**src/common/tmc_pkg.sv**
```systemverilog
package tmc_pkg;

    // =====================================================================
    // digital clock divider, selected by crystal band bit 0
    localparam logic [5:0] DIG_DIV_MAX_LO = 6'h1D;
    localparam logic [5:0] DIG_DIV_MAX_HI = 6'h27;

    // =====================================================================
    // serial byte framing
    localparam int unsigned BYTE_W   = 8;
    localparam logic [2:0]  BIT_LAST = 3'h7;
    localparam logic [2:0]  BIT_ZERO = 3'h0;

    // =====================================================================
    // strobe timing and reset values
    localparam int unsigned OFF_W      = 8;
    localparam logic [7:0]  ON_TICKS   = 8'h04;
    localparam logic [7:0]  CNT_RESET  = 8'h00;
    localparam logic [7:0]  BYTE_RESET = 8'h00;
    localparam logic [5:0]  DIV_RESET  = 6'h00;

    // =====================================================================
    // modes and receive sub-states
    typedef enum logic [1:0] {TMC_CFG, TMC_TX, TMC_RX, TMC_STBY} tmc_mode_e;
    typedef enum logic [2:0] {RX_STBY, RX_PIN_ON, RX_OFF, RX_OSC_ON, RX_DM_ON} tmc_rx_e;

endpackage

```
**src/rtl/tmc_mode_ctrl.sv**
```systemverilog
`timescale 1ns/10ps
// Summary of operation
// - config-select low forces configuration mode at once, from any state.
// - other modes chosen from config-select, transceiver enable and mode bit.
// - exactly one of configuration, transmit, receive, standby is active.
// - after reset the controller sits in standby with reset values.
// - the mode machine steps only on digital clock ticks, except the configuration force.
// - oscillator and manager off: receiver off while wake is low, on while wake is high.
// - serial-enable high tri-states clock, mosi, miso and ignores the bus.
// - serial-enable high keeps state but forces the power amplifier off.
// - one byte moves in eight serial clocks, clock from the master.
// - mosi is input in configuration and transmit, output in receive.
// - bytes shift most significant bit first in both directions.
// - with nothing to send, clock and mosi are driven low.
// - miso carries read data only in configuration, valid on falling edges.
// - in transmit mode mosi is a plain input of encoded host data.
// - receive with data manager on: device is master on clock and mosi.
// - in standby the port is deselected and all outputs tri-stated.
// - wake already high on receive entry goes straight to receiver on.
// - data manager off: raw bits stream on mosi, clock held low.
// - manager and oscillator off: idle standby, wake high turns receiver on.
// - oscillator on: off state counts; wake driven high freezes the count.
// - receiver turns on from off on wake high or off count match.
// - the digital clock is divided down from the crystal clock.
module tmc_mode_ctrl
(
    // clock and reset
    input  logic       clk_sys_i,
    input  logic       nrst_i,
    // host control pins
    input  logic       config_select_n_i,
    input  logic       wake_i,
    input  logic       wake_driven_i,
    input  logic       serial_enable_n_i,
    // configuration bits
    input  logic       transceiver_enable_i,
    input  logic       mode_tx_i,
    input  logic       data_manager_enable_i,
    input  logic       strobe_osc_enable_i,
    input  logic [7:0] off_time_count_i,
    input  logic       crystal_band_select_i,
    // receiver side
    input  logic       strobe_osc_tick_i,
    input  logic       raw_data_i,
    input  logic [7:0] dm_byte_i,
    input  logic       dm_valid_i,
    output logic       dm_ready_o,
    // configuration byte side
    input  logic [7:0] cfg_rd_byte_i,
    output logic [7:0] cfg_byte_o,
    output logic       cfg_byte_valid_o,
    // serial pins
    input  logic       sclk_i,
    output logic       sclk_o,
    output logic       sclk_oe_n_o,
    input  logic       mosi_i,
    output logic       mosi_o,
    output logic       mosi_oe_n_o,
    output logic       miso_o,
    output logic       miso_oe_n_o,
    // status
    output logic [1:0] mode_o,
    output logic [2:0] rx_state_o,
    output logic       rx_on_o,
    output logic       pa_enable_o,
    output logic       tx_data_o
);

    // =====================================================================
    // state
    typedef struct packed
    {
        tmc_pkg::tmc_mode_e mode;
        tmc_pkg::tmc_rx_e   rx;
        logic [7:0]         off_cnt;
        logic [7:0]         on_cnt;
        logic               osc_pend;
        logic [7:0]         shreg;
        logic [2:0]         bitcnt;
        logic               busy;
        logic               sclk;
        logic               mosi;
        logic               pa_on;
        logic               tx_data;
    } tmc_ctrl_s;

    tmc_ctrl_s st;
    tmc_ctrl_s next_st;
    logic      tick;
    logic      slave_en;
    logic      cfg_miso;

    // =====================================================================
    // mode choice outside configuration
    function automatic tmc_pkg::tmc_mode_e pick_mode(input logic transceiver_enable, input logic txm);
        if (!transceiver_enable)
            pick_mode = tmc_pkg::TMC_STBY;
        else if (txm)
            pick_mode = tmc_pkg::TMC_TX;
        else
            pick_mode = tmc_pkg::TMC_RX;
    endfunction

    // receive sub-state on entry
    function automatic tmc_pkg::tmc_rx_e pick_rx(input logic data_manager_enable, input logic strobe_osc_enable,
                                                 input logic wk);
        if (data_manager_enable)
            pick_rx = tmc_pkg::RX_DM_ON;
        else if (wk)
            pick_rx = tmc_pkg::RX_PIN_ON;
        else if (strobe_osc_enable)
            pick_rx = tmc_pkg::RX_OFF;
        else
            pick_rx = tmc_pkg::RX_STBY;
    endfunction

    // =====================================================================
    // digital clock and configuration slave
    tmc_digclk_div u_div
    (
        .clk_sys_i             (clk_sys_i),
        .nrst_i                (nrst_i),
        .crystal_band_select_i (crystal_band_select_i),
        .tick_o                (tick)
    );

    assign slave_en = (st.mode == tmc_pkg::TMC_CFG) && !serial_enable_n_i;

    tmc_cfg_slave u_slv
    (
        .clk_sys_i  (clk_sys_i),
        .nrst_i     (nrst_i),
        .enable_i   (slave_en),
        .sclk_i     (sclk_i),
        .mosi_i     (mosi_i),
        .miso_o     (cfg_miso),
        .rd_byte_i  (cfg_rd_byte_i),
        .wr_byte_o  (cfg_byte_o),
        .wr_valid_o (cfg_byte_valid_o)
    );

    // =====================================================================
    // next state
    always_comb
    begin
        next_st = st;
        // strobe ticks held until the next digital tick, set wins
        next_st.osc_pend = st.osc_pend || strobe_osc_tick_i;
        if (!config_select_n_i)
        begin
            next_st.mode = tmc_pkg::TMC_CFG;
            next_st.busy = 1'b0;
            next_st.sclk = 1'b0;
            next_st.mosi = 1'b0;
        end
        else if (tick)
        begin
            next_st.osc_pend = strobe_osc_tick_i;
            if (pick_mode(transceiver_enable_i, mode_tx_i) != st.mode)
            begin
                next_st.mode    = pick_mode(transceiver_enable_i, mode_tx_i);
                next_st.rx      = pick_rx(data_manager_enable_i, strobe_osc_enable_i,
                                          wake_i);
                next_st.off_cnt = tmc_pkg::CNT_RESET;
                next_st.on_cnt  = tmc_pkg::CNT_RESET;
                next_st.busy    = 1'b0;
                next_st.sclk    = 1'b0;
                next_st.mosi    = 1'b0;
            end
            else if (st.mode == tmc_pkg::TMC_RX)
            begin
                case (st.rx)
                    tmc_pkg::RX_STBY:
                    begin
                        if (wake_i)
                            next_st.rx = tmc_pkg::RX_PIN_ON;
                    end
                    tmc_pkg::RX_PIN_ON:
                    begin
                        if (!wake_i)
                            next_st.rx = strobe_osc_enable_i ? tmc_pkg::RX_OFF
                                                             : tmc_pkg::RX_STBY;
                    end
                    tmc_pkg::RX_OFF:
                    begin
                        if (wake_driven_i && wake_i)
                        begin
                            next_st.rx      = tmc_pkg::RX_OSC_ON;
                            next_st.off_cnt = tmc_pkg::CNT_RESET;
                        end
                        else if (st.off_cnt == off_time_count_i && !wake_driven_i)
                        begin
                            next_st.rx      = tmc_pkg::RX_OSC_ON;
                            next_st.off_cnt = tmc_pkg::CNT_RESET;
                        end
                        else if (st.osc_pend && !wake_driven_i)
                            next_st.off_cnt = st.off_cnt + 8'h01;
                    end
                    tmc_pkg::RX_OSC_ON:
                    begin
                        if ((wake_driven_i && !wake_i) ||
                            (!wake_driven_i && st.on_cnt == tmc_pkg::ON_TICKS))
                        begin
                            next_st.rx     = tmc_pkg::RX_OFF;
                            next_st.on_cnt = tmc_pkg::CNT_RESET;
                        end
                        else if (st.osc_pend && !wake_driven_i)
                            next_st.on_cnt = st.on_cnt + 8'h01;
                    end
                    tmc_pkg::RX_DM_ON:
                    begin
                        // master byte engine
                        if (st.busy)
                        begin
                            next_st.sclk = !st.sclk;
                            if (!st.sclk)
                                next_st.mosi = st.shreg[7];
                            else
                            begin
                                next_st.shreg  = {st.shreg[6:0], 1'b0};
                                next_st.bitcnt = st.bitcnt + 3'h1;
                                if (st.bitcnt == tmc_pkg::BIT_LAST)
                                    next_st.busy = 1'b0;
                            end
                        end
                        else
                        begin
                            next_st.sclk = 1'b0;
                            next_st.mosi = 1'b0;
                        end
                    end
                    default:
                    begin
                        next_st.rx = tmc_pkg::RX_STBY;
                    end
                endcase
            end
        end
        // byte load from the data manager
        if (dm_ready_o && dm_valid_i)
        begin
            next_st.shreg  = dm_byte_i;
            next_st.bitcnt = tmc_pkg::BIT_ZERO;
            next_st.busy   = 1'b1;
        end
        // raw stream with clock held low
        if (st.mode == tmc_pkg::TMC_RX && st.rx != tmc_pkg::RX_DM_ON)
        begin
            next_st.sclk = 1'b0;
            next_st.mosi = (st.rx == tmc_pkg::RX_PIN_ON || st.rx == tmc_pkg::RX_OSC_ON)
                           ? raw_data_i : 1'b0;
        end
        // power amplifier gated by serial enable
        next_st.pa_on   = (next_st.mode == tmc_pkg::TMC_TX) && !serial_enable_n_i;
        // transmit data taken from mosi as a plain input
        next_st.tx_data = (st.mode == tmc_pkg::TMC_TX && !serial_enable_n_i) ? mosi_i : 1'b0;
    end

    always_ff @(posedge clk_sys_i)
    begin
        if (!nrst_i)
        begin
            st      <= '0;
            st.mode <= tmc_pkg::TMC_STBY;
            st.rx   <= tmc_pkg::RX_STBY;
        end
        else
            st <= next_st;
    end

    // =====================================================================
    // pins and status
    assign dm_ready_o  = (st.mode == tmc_pkg::TMC_RX) && (st.rx == tmc_pkg::RX_DM_ON) &&
                         !st.busy && config_select_n_i;
    // tri-state per mode
    assign sclk_oe_n_o = serial_enable_n_i || (st.mode != tmc_pkg::TMC_RX);
    assign mosi_oe_n_o = serial_enable_n_i || (st.mode != tmc_pkg::TMC_RX);
    assign miso_oe_n_o = serial_enable_n_i || (st.mode != tmc_pkg::TMC_CFG);
    assign sclk_o      = st.sclk;
    assign mosi_o      = st.mosi;
    assign miso_o      = cfg_miso;
    assign mode_o      = st.mode;
    assign rx_state_o  = st.rx;
    assign rx_on_o     = (st.mode == tmc_pkg::TMC_RX) && (st.rx != tmc_pkg::RX_STBY) &&
                         (st.rx != tmc_pkg::RX_OFF);
    assign pa_enable_o = st.pa_on;
    assign tx_data_o   = st.tx_data;
endmodule

```
**src/rtl/tmc_digclk_div.sv**
```systemverilog
`timescale 1ns/10ps
module tmc_digclk_div
(
    // clock and reset
    input  logic clk_sys_i,
    input  logic nrst_i,
    // band select
    input  logic crystal_band_select_i,
    // divided tick
    output logic tick_o
);

    // =====================================================================
    // state
    typedef struct packed
    {
        logic [5:0] cnt;
        logic       tick;
    } tmc_div_s;

    tmc_div_s st;
    tmc_div_s next_st;
    logic [5:0] lim;

    // =====================================================================
    // divide crystal clock down to the digital clock
    always_comb
    begin
        lim = crystal_band_select_i ? tmc_pkg::DIG_DIV_MAX_HI : tmc_pkg::DIG_DIV_MAX_LO;
        next_st = st;
        next_st.tick = (st.cnt == lim);
        next_st.cnt  = (st.cnt == lim) ? tmc_pkg::DIV_RESET : st.cnt + 6'h01;
    end

    always_ff @(posedge clk_sys_i)
    begin
        if (!nrst_i)
            st <= '0;
        else
            st <= next_st;
    end

    assign tick_o = st.tick;

endmodule

```
**src/rtl/tmc_cfg_slave.sv**
```systemverilog
`timescale 1ns/10ps
module tmc_cfg_slave
(
    // clock and reset
    input  logic       clk_sys_i,
    input  logic       nrst_i,
    // control
    input  logic       enable_i,
    // serial lines
    input  logic       sclk_i,
    input  logic       mosi_i,
    output logic       miso_o,
    // byte side
    input  logic [7:0] rd_byte_i,
    output logic [7:0] wr_byte_o,
    output logic       wr_valid_o
);

    // =====================================================================
    // state
    typedef struct packed
    {
        logic       sclk_q;
        logic [2:0] cnt;
        logic [7:0] txsh;
        logic [7:0] rxsh;
        logic       miso;
        logic [7:0] wr_byte;
        logic       wr_valid;
    } tmc_slv_s;

    tmc_slv_s st;
    tmc_slv_s next_st;
    logic [7:0] src;

    // =====================================================================
    // msb first, drive on rising edge, sample on falling edge
    always_comb
    begin
        next_st = st;
        next_st.sclk_q = sclk_i;
        next_st.wr_valid = 1'b0;
        src = (st.cnt == tmc_pkg::BIT_ZERO) ? rd_byte_i : st.txsh;
        if (!enable_i)
        begin
            next_st.cnt = tmc_pkg::BIT_ZERO;
        end
        else if (sclk_i && !st.sclk_q)
        begin
            next_st.miso = src[7];
            next_st.txsh = {src[6:0], 1'b0};
        end
        else if (!sclk_i && st.sclk_q)
        begin
            // one byte per eight clocks
            next_st.rxsh = {st.rxsh[6:0], mosi_i};
            next_st.cnt  = st.cnt + 3'h1;
            if (st.cnt == tmc_pkg::BIT_LAST)
            begin
                next_st.wr_byte  = {st.rxsh[6:0], mosi_i};
                next_st.wr_valid = 1'b1;
            end
        end
    end

    always_ff @(posedge clk_sys_i)
    begin
        if (!nrst_i)
            st <= '0;
        else
            st <= next_st;
    end

    assign miso_o     = st.miso;
    assign wr_byte_o  = st.wr_byte;
    assign wr_valid_o = st.wr_valid;

endmodule

```
**config.mk**
```make
export PLATFORM = sky130hd
export DESIGN_NAME = tmc_mode_ctrl
export DESIGN_NICKNAME = d
export VERILOG_FILES = /design/src/common/tmc_pkg.sv /design/src/rtl/tmc_mode_ctrl.sv /design/src/rtl/tmc_digclk_div.sv /design/src/rtl/tmc_cfg_slave.sv
export SDC_FILE = /design/constraint.sdc
export NUM_CORES = 1
export LEC_CHECK = 0
export ABC_AREA = 1
export BUFFER_PORTS_ARGS = -buffer_cell sky130_fd_sc_hd__buf_4
export CAP_MARGIN = 20
export CORE_MARGIN = 2
export CORE_UTILIZATION = 61
export CTS_BUF_LIST = sky130_fd_sc_hd__clkbuf_16
export CTS_CLUSTER_DIAMETER = 120
export CTS_CLUSTER_SIZE = 10
export DETAILED_ROUTE_END_ITERATION = 10
export PLACE_DENSITY = 0.85
export REMOVE_ABC_BUFFERS = 1
export SLEW_MARGIN = 20
export SYNTH_ARGS = -nofsm -noshare
export SYNTH_HDL_FRONTEND = slang
export SYNTH_SLANG_ARGS = --single-unit
```
**constraint.sdc**
```tcl
create_clock -name clk_sys_i -period 2.2 [get_ports clk_sys_i]
set_input_delay 0.33 -clock clk_sys_i [delete_from_list [all_inputs] [get_ports clk_sys_i]]
set_output_delay 0.33 -clock clk_sys_i [all_outputs]
set_load 0.005 [all_outputs]
```
==> results of run 1 <==
==> cells by family (layout without fill, tap and decap cells) <==
group / Yosys count / count (layout) / share of synthesized area [%]
AOI/OAI and AO/OA: 78 / 78 / 10.3
xor gates and xnor gates: 11 / 11 / 2.34
adders and majority gates: 9 / 9 / 2.74
buffers and inverters: 101 / 159 / 10.8
DFF: 73 / 73 / 35.5
and+or+nand+nor: 326 / 326 / 38.2
==> state kept, by name, indices dropped and copies added, names as in the netlist <==
| signal | flops |
|---|---|
| u_slv.wr_byte_o | 8 |
| pa_enable_o | 1 |
| sclk_o | 1 |
| tx_data_o | 1 |
| rx_state_o | 3 |
| mode_o | 2 |
| st | 29 |
| mosi_o | 1 |
| u_slv.miso_o | 1 |
| u_div.tick_o | 1 |
| u_slv.wr_valid_o | 1 |
| u_slv.st | 18 |
| u_div.st | 6 |
==> where the power goes <==
part | leakage, nW | total (mW) | switching, mW | internal, mW
Clock | 0.163 | 1.68 | 0.569 | 1.11
Sequential | 0.590 | 1.35 | 0.0144 | 1.34
Combinational | 1.53 | 0.264 | 0.157 | 0.106
==> routing by layer <==
metal / up-vias / GRT usage (%)
met5: - / 0
met3: 22 / 5.97
met4: 0 / 13.3
li1: 2022 / -
met1: 1830 / 33.0
met2: 140 / 45.9
==> final cells by class <==
class,count,area share (%)
Clock inverter,7,2.43
Clock buffer,9,4.60
Tap cell,77,1.97
Timing Repair Buffer,68,10.4
Inverter,75,5.75
Sequential cell,73,29.8
Multi-Input combinational cell,424,45.0
==> worst paths after layout <==
check | to | slack [ps] | depth (start not counted)
min reg2reg | st[14] | 460 | 2
max | dm_ready_o | 320 | 5
min | u_slv.st[29] | 200 | 3
max reg2reg | st[10] | 430 | 6
==> cell usage after synthesis <==
| library cell | count |
|---|---|
| nand3_1 | 45 |
| xnor2_1 | 4 |
| inv_2 | 11 |
| nor3_2 | 1 |
| nand2_2 | 5 |
| nor2_1 | 76 |
| ha_1 | 9 |
| o21a_1 | 1 |
| xor2_1 | 7 |
| a221oi_1 | 1 |
| a21oi_1 | 39 |
| nand3_2 | 3 |
| o31ai_1 | 1 |
| inv_1 | 62 |
| o21ai_0 | 22 |
| nor2_8 | 4 |
| clkbuf_2 | 1 |
| a21oi_2 | 2 |
| o211ai_1 | 2 |
| nor2_4 | 2 |
| nand2_1 | 142 |
| nor3_1 | 5 |
| nand2_8 | 1 |
| nor2_2 | 10 |
| nand3_4 | 1 |
| o2111ai_1 | 1 |
| clkbuf_1 | 5 |
| nand2_4 | 5 |
| a31oi_1 | 7 |
| dfxtp_1 | 73 |
| nand4_1 | 18 |
| clkinv_1 | 2 |
| nor3_4 | 1 |
| o21ai_1 | 2 |
| buf_2 | 4 |
| or2_2 | 6 |
| nor4_1 | 1 |
| buf_4 | 16 |
==> worst max-delay path: stages (launching register included) <==
cell     delay (ps)
dfxtp_1         490
nand2_1         160
nor2_4          160
inv_2            80
nor3_1          170
buf_4           150
==> flow_summary.ini, run 1 <==
[outcome]
status = completed

[detailed_routing]
wire_per_inst_um = 13.1
drc_errors = 0
wl_met1_um = 4070
drt-total-wl_um = 9610
vias = 4014
drt_iter0_markers = 235
dr_wl_met3_um = 547
wl_met2_um = 4770
via_per_inst = 5.48
first_pass_iters = 5
drtAntennaViolNets = 0
dr.max_layer_used = met4

[timing]
fmaxAchievable_ghz = 0.533
timing.final.crit_share_pct = 85.3
fin_setup_tns_ps = 0
finalSetupViolations = 0
fin_ws_ps = 324
tightest_slew_ps = 521
drv_slew = 0
post-route-min-period_ps = 1880
hold_slack_ps = 199
slew_headroom_pct = 65.1
fin_skew_ps = 7.48
rsz0062_at_grt = no
finalHoldViolations = 0

[final_layout]
antenna_cells = 0
fin_nets = 700
stdcell_count = 733
drive_gt1_share_pct = 20.6
mostFrequentLayoutCell = nand2_1
multi_input_area_um2 = 2200
design_area_um2 = 4900
syn_to_final_growth_pct = 19.1
postLayoutCoreUtil_pct = 76.3
seqCellArea_um2 = 1460
final_cell_mix = 142 x nand2_1, 76 x nor2_1, 73 x dfxtp_1
fill_cells = 482

[power_and_ir_drop]
total_power_mw = 3.29
p_leak_nw = 2.29
vdd_drop_max_mv = 0.479
powerDensity_nw_per_um2 = 672

[placed_design]
hpwlAfterDp_um = 6840
routabilityCongestion = 0.887
preCtsSetupSlack_ps = 477
place_area_um2 = 4550
place_inst = 717
port_buffers = 63

[synthesis]
yosys_warnings = 0
synth_area_leaders = dfxtp_1 36%, nand2_1 13%, nor2_1 6.9%, inv_1 5.7%, nand3_1 5.5%
avgSynthCellArea_um2 = 6.88
ys_seq_area_share_pct = 35.5
yosys.area.top_type = dfxtp_1
ys_types = 38
ys_seq_elements = 73
synth_top_area_share_pct = 35.5
syn_inst = 598
syn-cell-area_um2 = 4110

[clock_tree]
cts_root_buffer = clkbuf_16
post_cts_buffers = 0
clk_latency_ps = 330
h-tree-depth = 3
ctsHoldBuffers = 0
cts_resized = 0
clock_sinks = 73
cts_tree = built
cts_buffer_depth = 2
cts_buffers = 9
clk_pin_slew_ps = 60

[worst_setup_path]
path_class = flip-flop to primary output
startpoint_type = flip-flop
critPathMaxFanout = 8
required_ps = 1870
end_kind = primary output
crit_start = rx_state_o[2]
cp.arrival_ps = 1550
rr_startpoint = rx_state_o[2]

[global_routing]
grt_pass1_wl_um = 16300
grt_overflow = 0
antenna_found_initial = 0
grt_max_degree = 39
grt_usage_pct = 27.3
grt_pass1_vias = 3718

[hold_path]
hp-class = input port to flip-flop
min_from = sclk_i

[die]
die_w_um = 86.1
die_area_um2 = 7410
rows = 29
start_util_pct = 64.0
fp.dieH_um = 86.1
core_area_um2 = 6420
ios = 64

[run]
drv_cap = 0
Power figures use the tool's default switching activity.
==> run 2: changes to the inputs <==
--- a/config.mk
+++ b/config.mk
@@ -9,12 +9,12 @@
 export BUFFER_PORTS_ARGS = -buffer_cell sky130_fd_sc_hd__buf_4
 export CAP_MARGIN = 20
 export CORE_MARGIN = 2
-export CORE_UTILIZATION = 61
+export CORE_UTILIZATION = 57
 export CTS_BUF_LIST = sky130_fd_sc_hd__clkbuf_16
 export CTS_CLUSTER_DIAMETER = 120
 export CTS_CLUSTER_SIZE = 10
 export DETAILED_ROUTE_END_ITERATION = 10
-export PLACE_DENSITY = 0.85
+export PLACE_DENSITY = 0.8
 export REMOVE_ABC_BUFFERS = 1
 export SLEW_MARGIN = 20
 export SYNTH_ARGS = -nofsm -noshare
==> constraint.sdc (replaced) <==
create_clock -name clk_sys_i -period 1.95 [get_ports clk_sys_i]
set_input_delay 0.2925 -clock clk_sys_i [delete_from_list [all_inputs] [get_ports clk_sys_i]]
set_output_delay 0.2925 -clock clk_sys_i [all_outputs]
set_load 0.005 [all_outputs]
==> run 2 against run 1 <==
Count of clock-buffer cells in the layout stayed put. Clock power down 4%. Die area is 6.7% higher. Critical path type unchanged. Highest routed layer unchanged.
==> flow_summary.ini, run 2 (synthesis gave the netlist of run 1 again) <==
[final_layout]
postLayoutCoreUtil_pct = 71.3
final_cell_mix = 142 x nand2_1, 76 x nor2_1, 73 x dfxtp_1
antenna_cells = 0
mostFrequentLayoutCell = nand2_1
stdcell_count = 755
syn_to_final_growth_pct = 19.1
largest_reg_flops = 29
regMostFlops = st
fin_nets = 703
design_area_um2 = 4900
drive_gt1_share_pct = 20.9

[clock_tree]
clk_latency_ps = 330
ctsHoldBuffers = 0
cts_buffer_depth = 2
cts_root_buffer = clkbuf_16
h-tree-depth = 3
cts_buffers = 9
cts_resized = 0
clk_pin_slew_ps = 60
post_cts_buffers = 0
clock_sinks = 73
cts_tree = built

[die]
core_area_um2 = 6870
die_w_um = 88.9
start_util_pct = 59.9
rows = 30
ios = 64
die_area_um2 = 7910
fp.dieH_um = 88.9

[power_and_ir_drop]
powerDensity_nw_per_um2 = 703
vdd_drop_max_mv = 0.563
p_leak_nw = 2.27
total_power_mw = 3.44

[timing]
rsz0062_at_grt = no
fmaxAchievable_ghz = 0.535
fin_ws_ps = 80.1
finalSetupViolations = 0
finalHoldViolations = 0
fin_setup_tns_ps = 0
timing.final.crit_share_pct = 95.9
fin_skew_ps = 6.63
slew_headroom_pct = 65.3
tightest_slew_ps = 518
drv_slew = 0
hold_slack_ps = 160
post-route-min-period_ps = 1870

[detailed_routing]
drc_errors = 0
drtAntennaViolNets = 0
wire_per_inst_um = 12.3
vias = 3942
via_per_inst = 5.22
drt_iter0_markers = 183
drt-total-wl_um = 9290
first_pass_iters = 4

[hold_path]
worstHoldPathCells = 3
hp-class = input port to flip-flop

[outcome]
status = completed

[worst_setup_path]
cp.arrival_ps = 1580
crit_cells = 7
rr_worst_depth = 11
critPathMaxFanout = 4
cp_slowest_cell = dfxtp_1
startpoint_type = flip-flop
end_kind = primary output
cpMostUsedCell = inv_2
cp_top_family = simple AND/OR/NAND/NOR gates
slowest_delay_ps = 420
required_ps = 1660
path_buf_inv = 4
path_class = flip-flop to primary output
worstPathCellList = inv_2 > nor2_4 > inv_2 > nor2_4 > inv_2 > nor3_1 > buf_4

[global_routing]
grt_usage_pct = 24.5
grt_max_degree = 29
grt_overflow = 0
grt_pass1_vias = 3581
antenna_found_initial = 0
grt_pass1_wl_um = 15400

[placed_design]
routabilityCongestion = 0.884
place_inst = 739
port_buffers = 63
place_area_um2 = 4600
hpwlAfterDp_um = 6960
preCtsSetupSlack_ps = 209

[run]
drv_cap = 0
==> run 2: area by class of cell <==
type / count / area (um^2)
Clock buffer: 9 / 225
Clock inverter: 7 / 70.1
Fill cell: 599 / 1970
Inverter: 75 / 282
Multi-Input combinational cell: 424 / 2200
Sequential cell: 73 / 1460
Tap cell: 96 / 120
Timing Repair Buffer: 71 / 533
==> run 2: worst paths after layout <==
kind	startpoint	endpoint	slack (ps)
worst min-delay path	sclk_i	u_slv.st[29]	160
worst max register to register	st[17]	st[17]	130
worst min register to register	st[8]	st[8]	470
worst max-delay path	mode_o[1]	dm_ready_o	80
==> run 2: metal layers <==
layer	vias up	track usage (%)	routed length [um]
li1	2021	-	-
met1	1794	30.3	4030
met2	116	42.3	4620
met3	11	5.26	503
met4	0	8.41	123
met5	-	0	0
==> run 2: tightest hold or removal path: cells and delay by family <==
family	cells	cell delay, ps
buffers and inverters	2	130
AND/OR/NAND/NOR	1	40
==> run 2: power by group <==
| group | internal (mW) | leakage, nW | switching [mW] | total [mW] |
|---|---|---|---|---|
| clock | 0.987 | 0.135 | 0.629 | 1.62 |
| sequential | 1.51 | 0.590 | 0.0176 | 1.53 |
| combinational | 0.123 | 1.55 | 0.176 | 0.299 |
==> run 3: changes to the inputs <==
--- a/config.mk
+++ b/config.mk
@@ -9,12 +9,12 @@
 export BUFFER_PORTS_ARGS = -buffer_cell sky130_fd_sc_hd__buf_4
 export CAP_MARGIN = 20
 export CORE_MARGIN = 2
-export CORE_UTILIZATION = 57
+export CORE_UTILIZATION = 45
 export CTS_BUF_LIST = sky130_fd_sc_hd__clkbuf_16
 export CTS_CLUSTER_DIAMETER = 120
 export CTS_CLUSTER_SIZE = 10
 export DETAILED_ROUTE_END_ITERATION = 10
-export PLACE_DENSITY = 0.8
+export PLACE_DENSITY = 0.66
 export REMOVE_ABC_BUFFERS = 1
 export SLEW_MARGIN = 20
 export SYNTH_ARGS = -nofsm -noshare
==> run 3 against run 2 <==
Clock skew is essentially flat. Critical path depth did not move. Clock power grew 17%. First-iteration DRC count fell by 30%. Register-to-register slack gained 90 ps. Wire length is 3.4% higher. Via count fell by 2.0%. Sequential power about the same. Cell count up 1.7%. Critical path type unchanged. Highest routed layer unchanged.
==> flow_summary.ini, run 3 (synthesis gave the netlist of run 1 again) <==
[global_routing]
grt_max_degree = 21
antenna_found_initial = 0
grt_overflow = 0
grt_usage_pct = 20.5
grt_pass1_vias = 3600
grt_pass1_wl_um = 16300

[timing]
drv_slew = 0
fin_setup_tns_ps = 0
post-route-min-period_ps = 1840
fin_skew_ps = 6.61
slew_headroom_pct = 75.6
finalSetupViolations = 0
fmaxAchievable_ghz = 0.544
tightest_slew_ps = 365
timing.final.crit_share_pct = 94.3
finalHoldViolations = 0
rsz0062_at_grt = no
hold_slack_ps = 161

[clock_tree]
h-tree-depth = 3
cts_buffers = 9
clock_sinks = 73
clk_latency_ps = 330
post_cts_buffers = 0
cts_root_buffer = clkbuf_16
clk_pin_slew_ps = 60
cts_buffer_depth = 2
ctsHoldBuffers = 0
cts_tree = built
cts_resized = 0

[detailed_routing]
drtAntennaViolNets = 0
drt_iter0_markers = 128
first_pass_iters = 4
drt-total-wl_um = 9610
via_per_inst = 5.03
drc_errors = 0
vias = 3862
wire_per_inst_um = 12.5

[worst_setup_path]
cp.arrival_ps = 1550
required_ps = 1660
startpoint_type = flip-flop
path_class = flip-flop to primary output
critPathMaxFanout = 4
end_kind = primary output

[power_and_ir_drop]
vdd_drop_max_mv = 0.491
powerDensity_nw_per_um2 = 749
p_leak_nw = 2.31

[placed_design]
routabilityCongestion = 0.827
port_buffers = 63
hpwlAfterDp_um = 7240

[final_layout]
regMostFlops = st
largest_reg_flops = 29
antenna_cells = 0
fin_nets = 705
drive_gt1_share_pct = 21.2
final_cell_mix = 142 x nand2_1, 76 x nor2_1, 73 x buf_4, 73 x dfxtp_1, 62 x inv_1
mostFrequentLayoutCell = nand2_1
syn_to_final_growth_pct = 20.9

[die]
fp.dieH_um = 99.6
start_util_pct = 46.7
rows = 34
ios = 64
die_area_um2 = 9920
die_w_um = 99.6
core_area_um2 = 8810

[hold_path]
hp-class = input port to flip-flop

[outcome]
status = completed

[run]
drv_cap = 0
run 3: final cells by class:
class | instances | area [um^2]
repair buffers | 73 | 548
flip-flops and latches | 73 | 1460
inverters | 75 | 282
multi-input cells | 424 | 2200
clock inverters | 6 | 115
clock buffers | 9 | 225
fillers | 858 | 3830
well taps | 108 | 135
run 3: final timing paths:
kind                 startpoint                 end  slack [ps]  cells past startpoint
max                   mode_o[1]          dm_ready_o         110                      7
min                      sclk_i        u_slv.st[29]         160                      3
max reg2reg           mode_o[1]              st[15]         220                      8
min reg2reg  u_slv.wr_byte_o[7]  u_slv.wr_byte_o[7]         460                      2
run 3: worst max-delay path, stage by stage, from the launching register on:
cell and delay (ps):
dfxtp_1 410, inv_2 80, nor2_4 130, inv_2 80
nor2_4 110, inv_2 80, nor3_1 170, buf_4 150
run 3: layer usage:
metal / GRT usage (%) / wire, um
met1: 25.2 / 4300
met2: 35.5 / 4680
met3: 2.88 / 383
met4: 9.69 / 242
met5: 0 / 0
run 3: metrics by stage:
step	std cells	util [%]	cell area (um^2)	power [mW]	setup slack [ps]
after floorplan	572	-	3950	1.72	323
after global placement	753	52.6	4630	1.86	222
after detailed placement	753	52.6	4630	1.86	229
after CTS	768	56.5	4970	3.76	76.1
after global routing	768	56.5	4970	3.85	28.9
final	768	56.5	4970	3.72	111
run 3: power by group:
part	internal, mW	total (mW)	switching, mW
Sequential	1.51	1.53	0.0175
Combinational	0.124	0.300	0.175
Clock	1.25	1.89	0.643
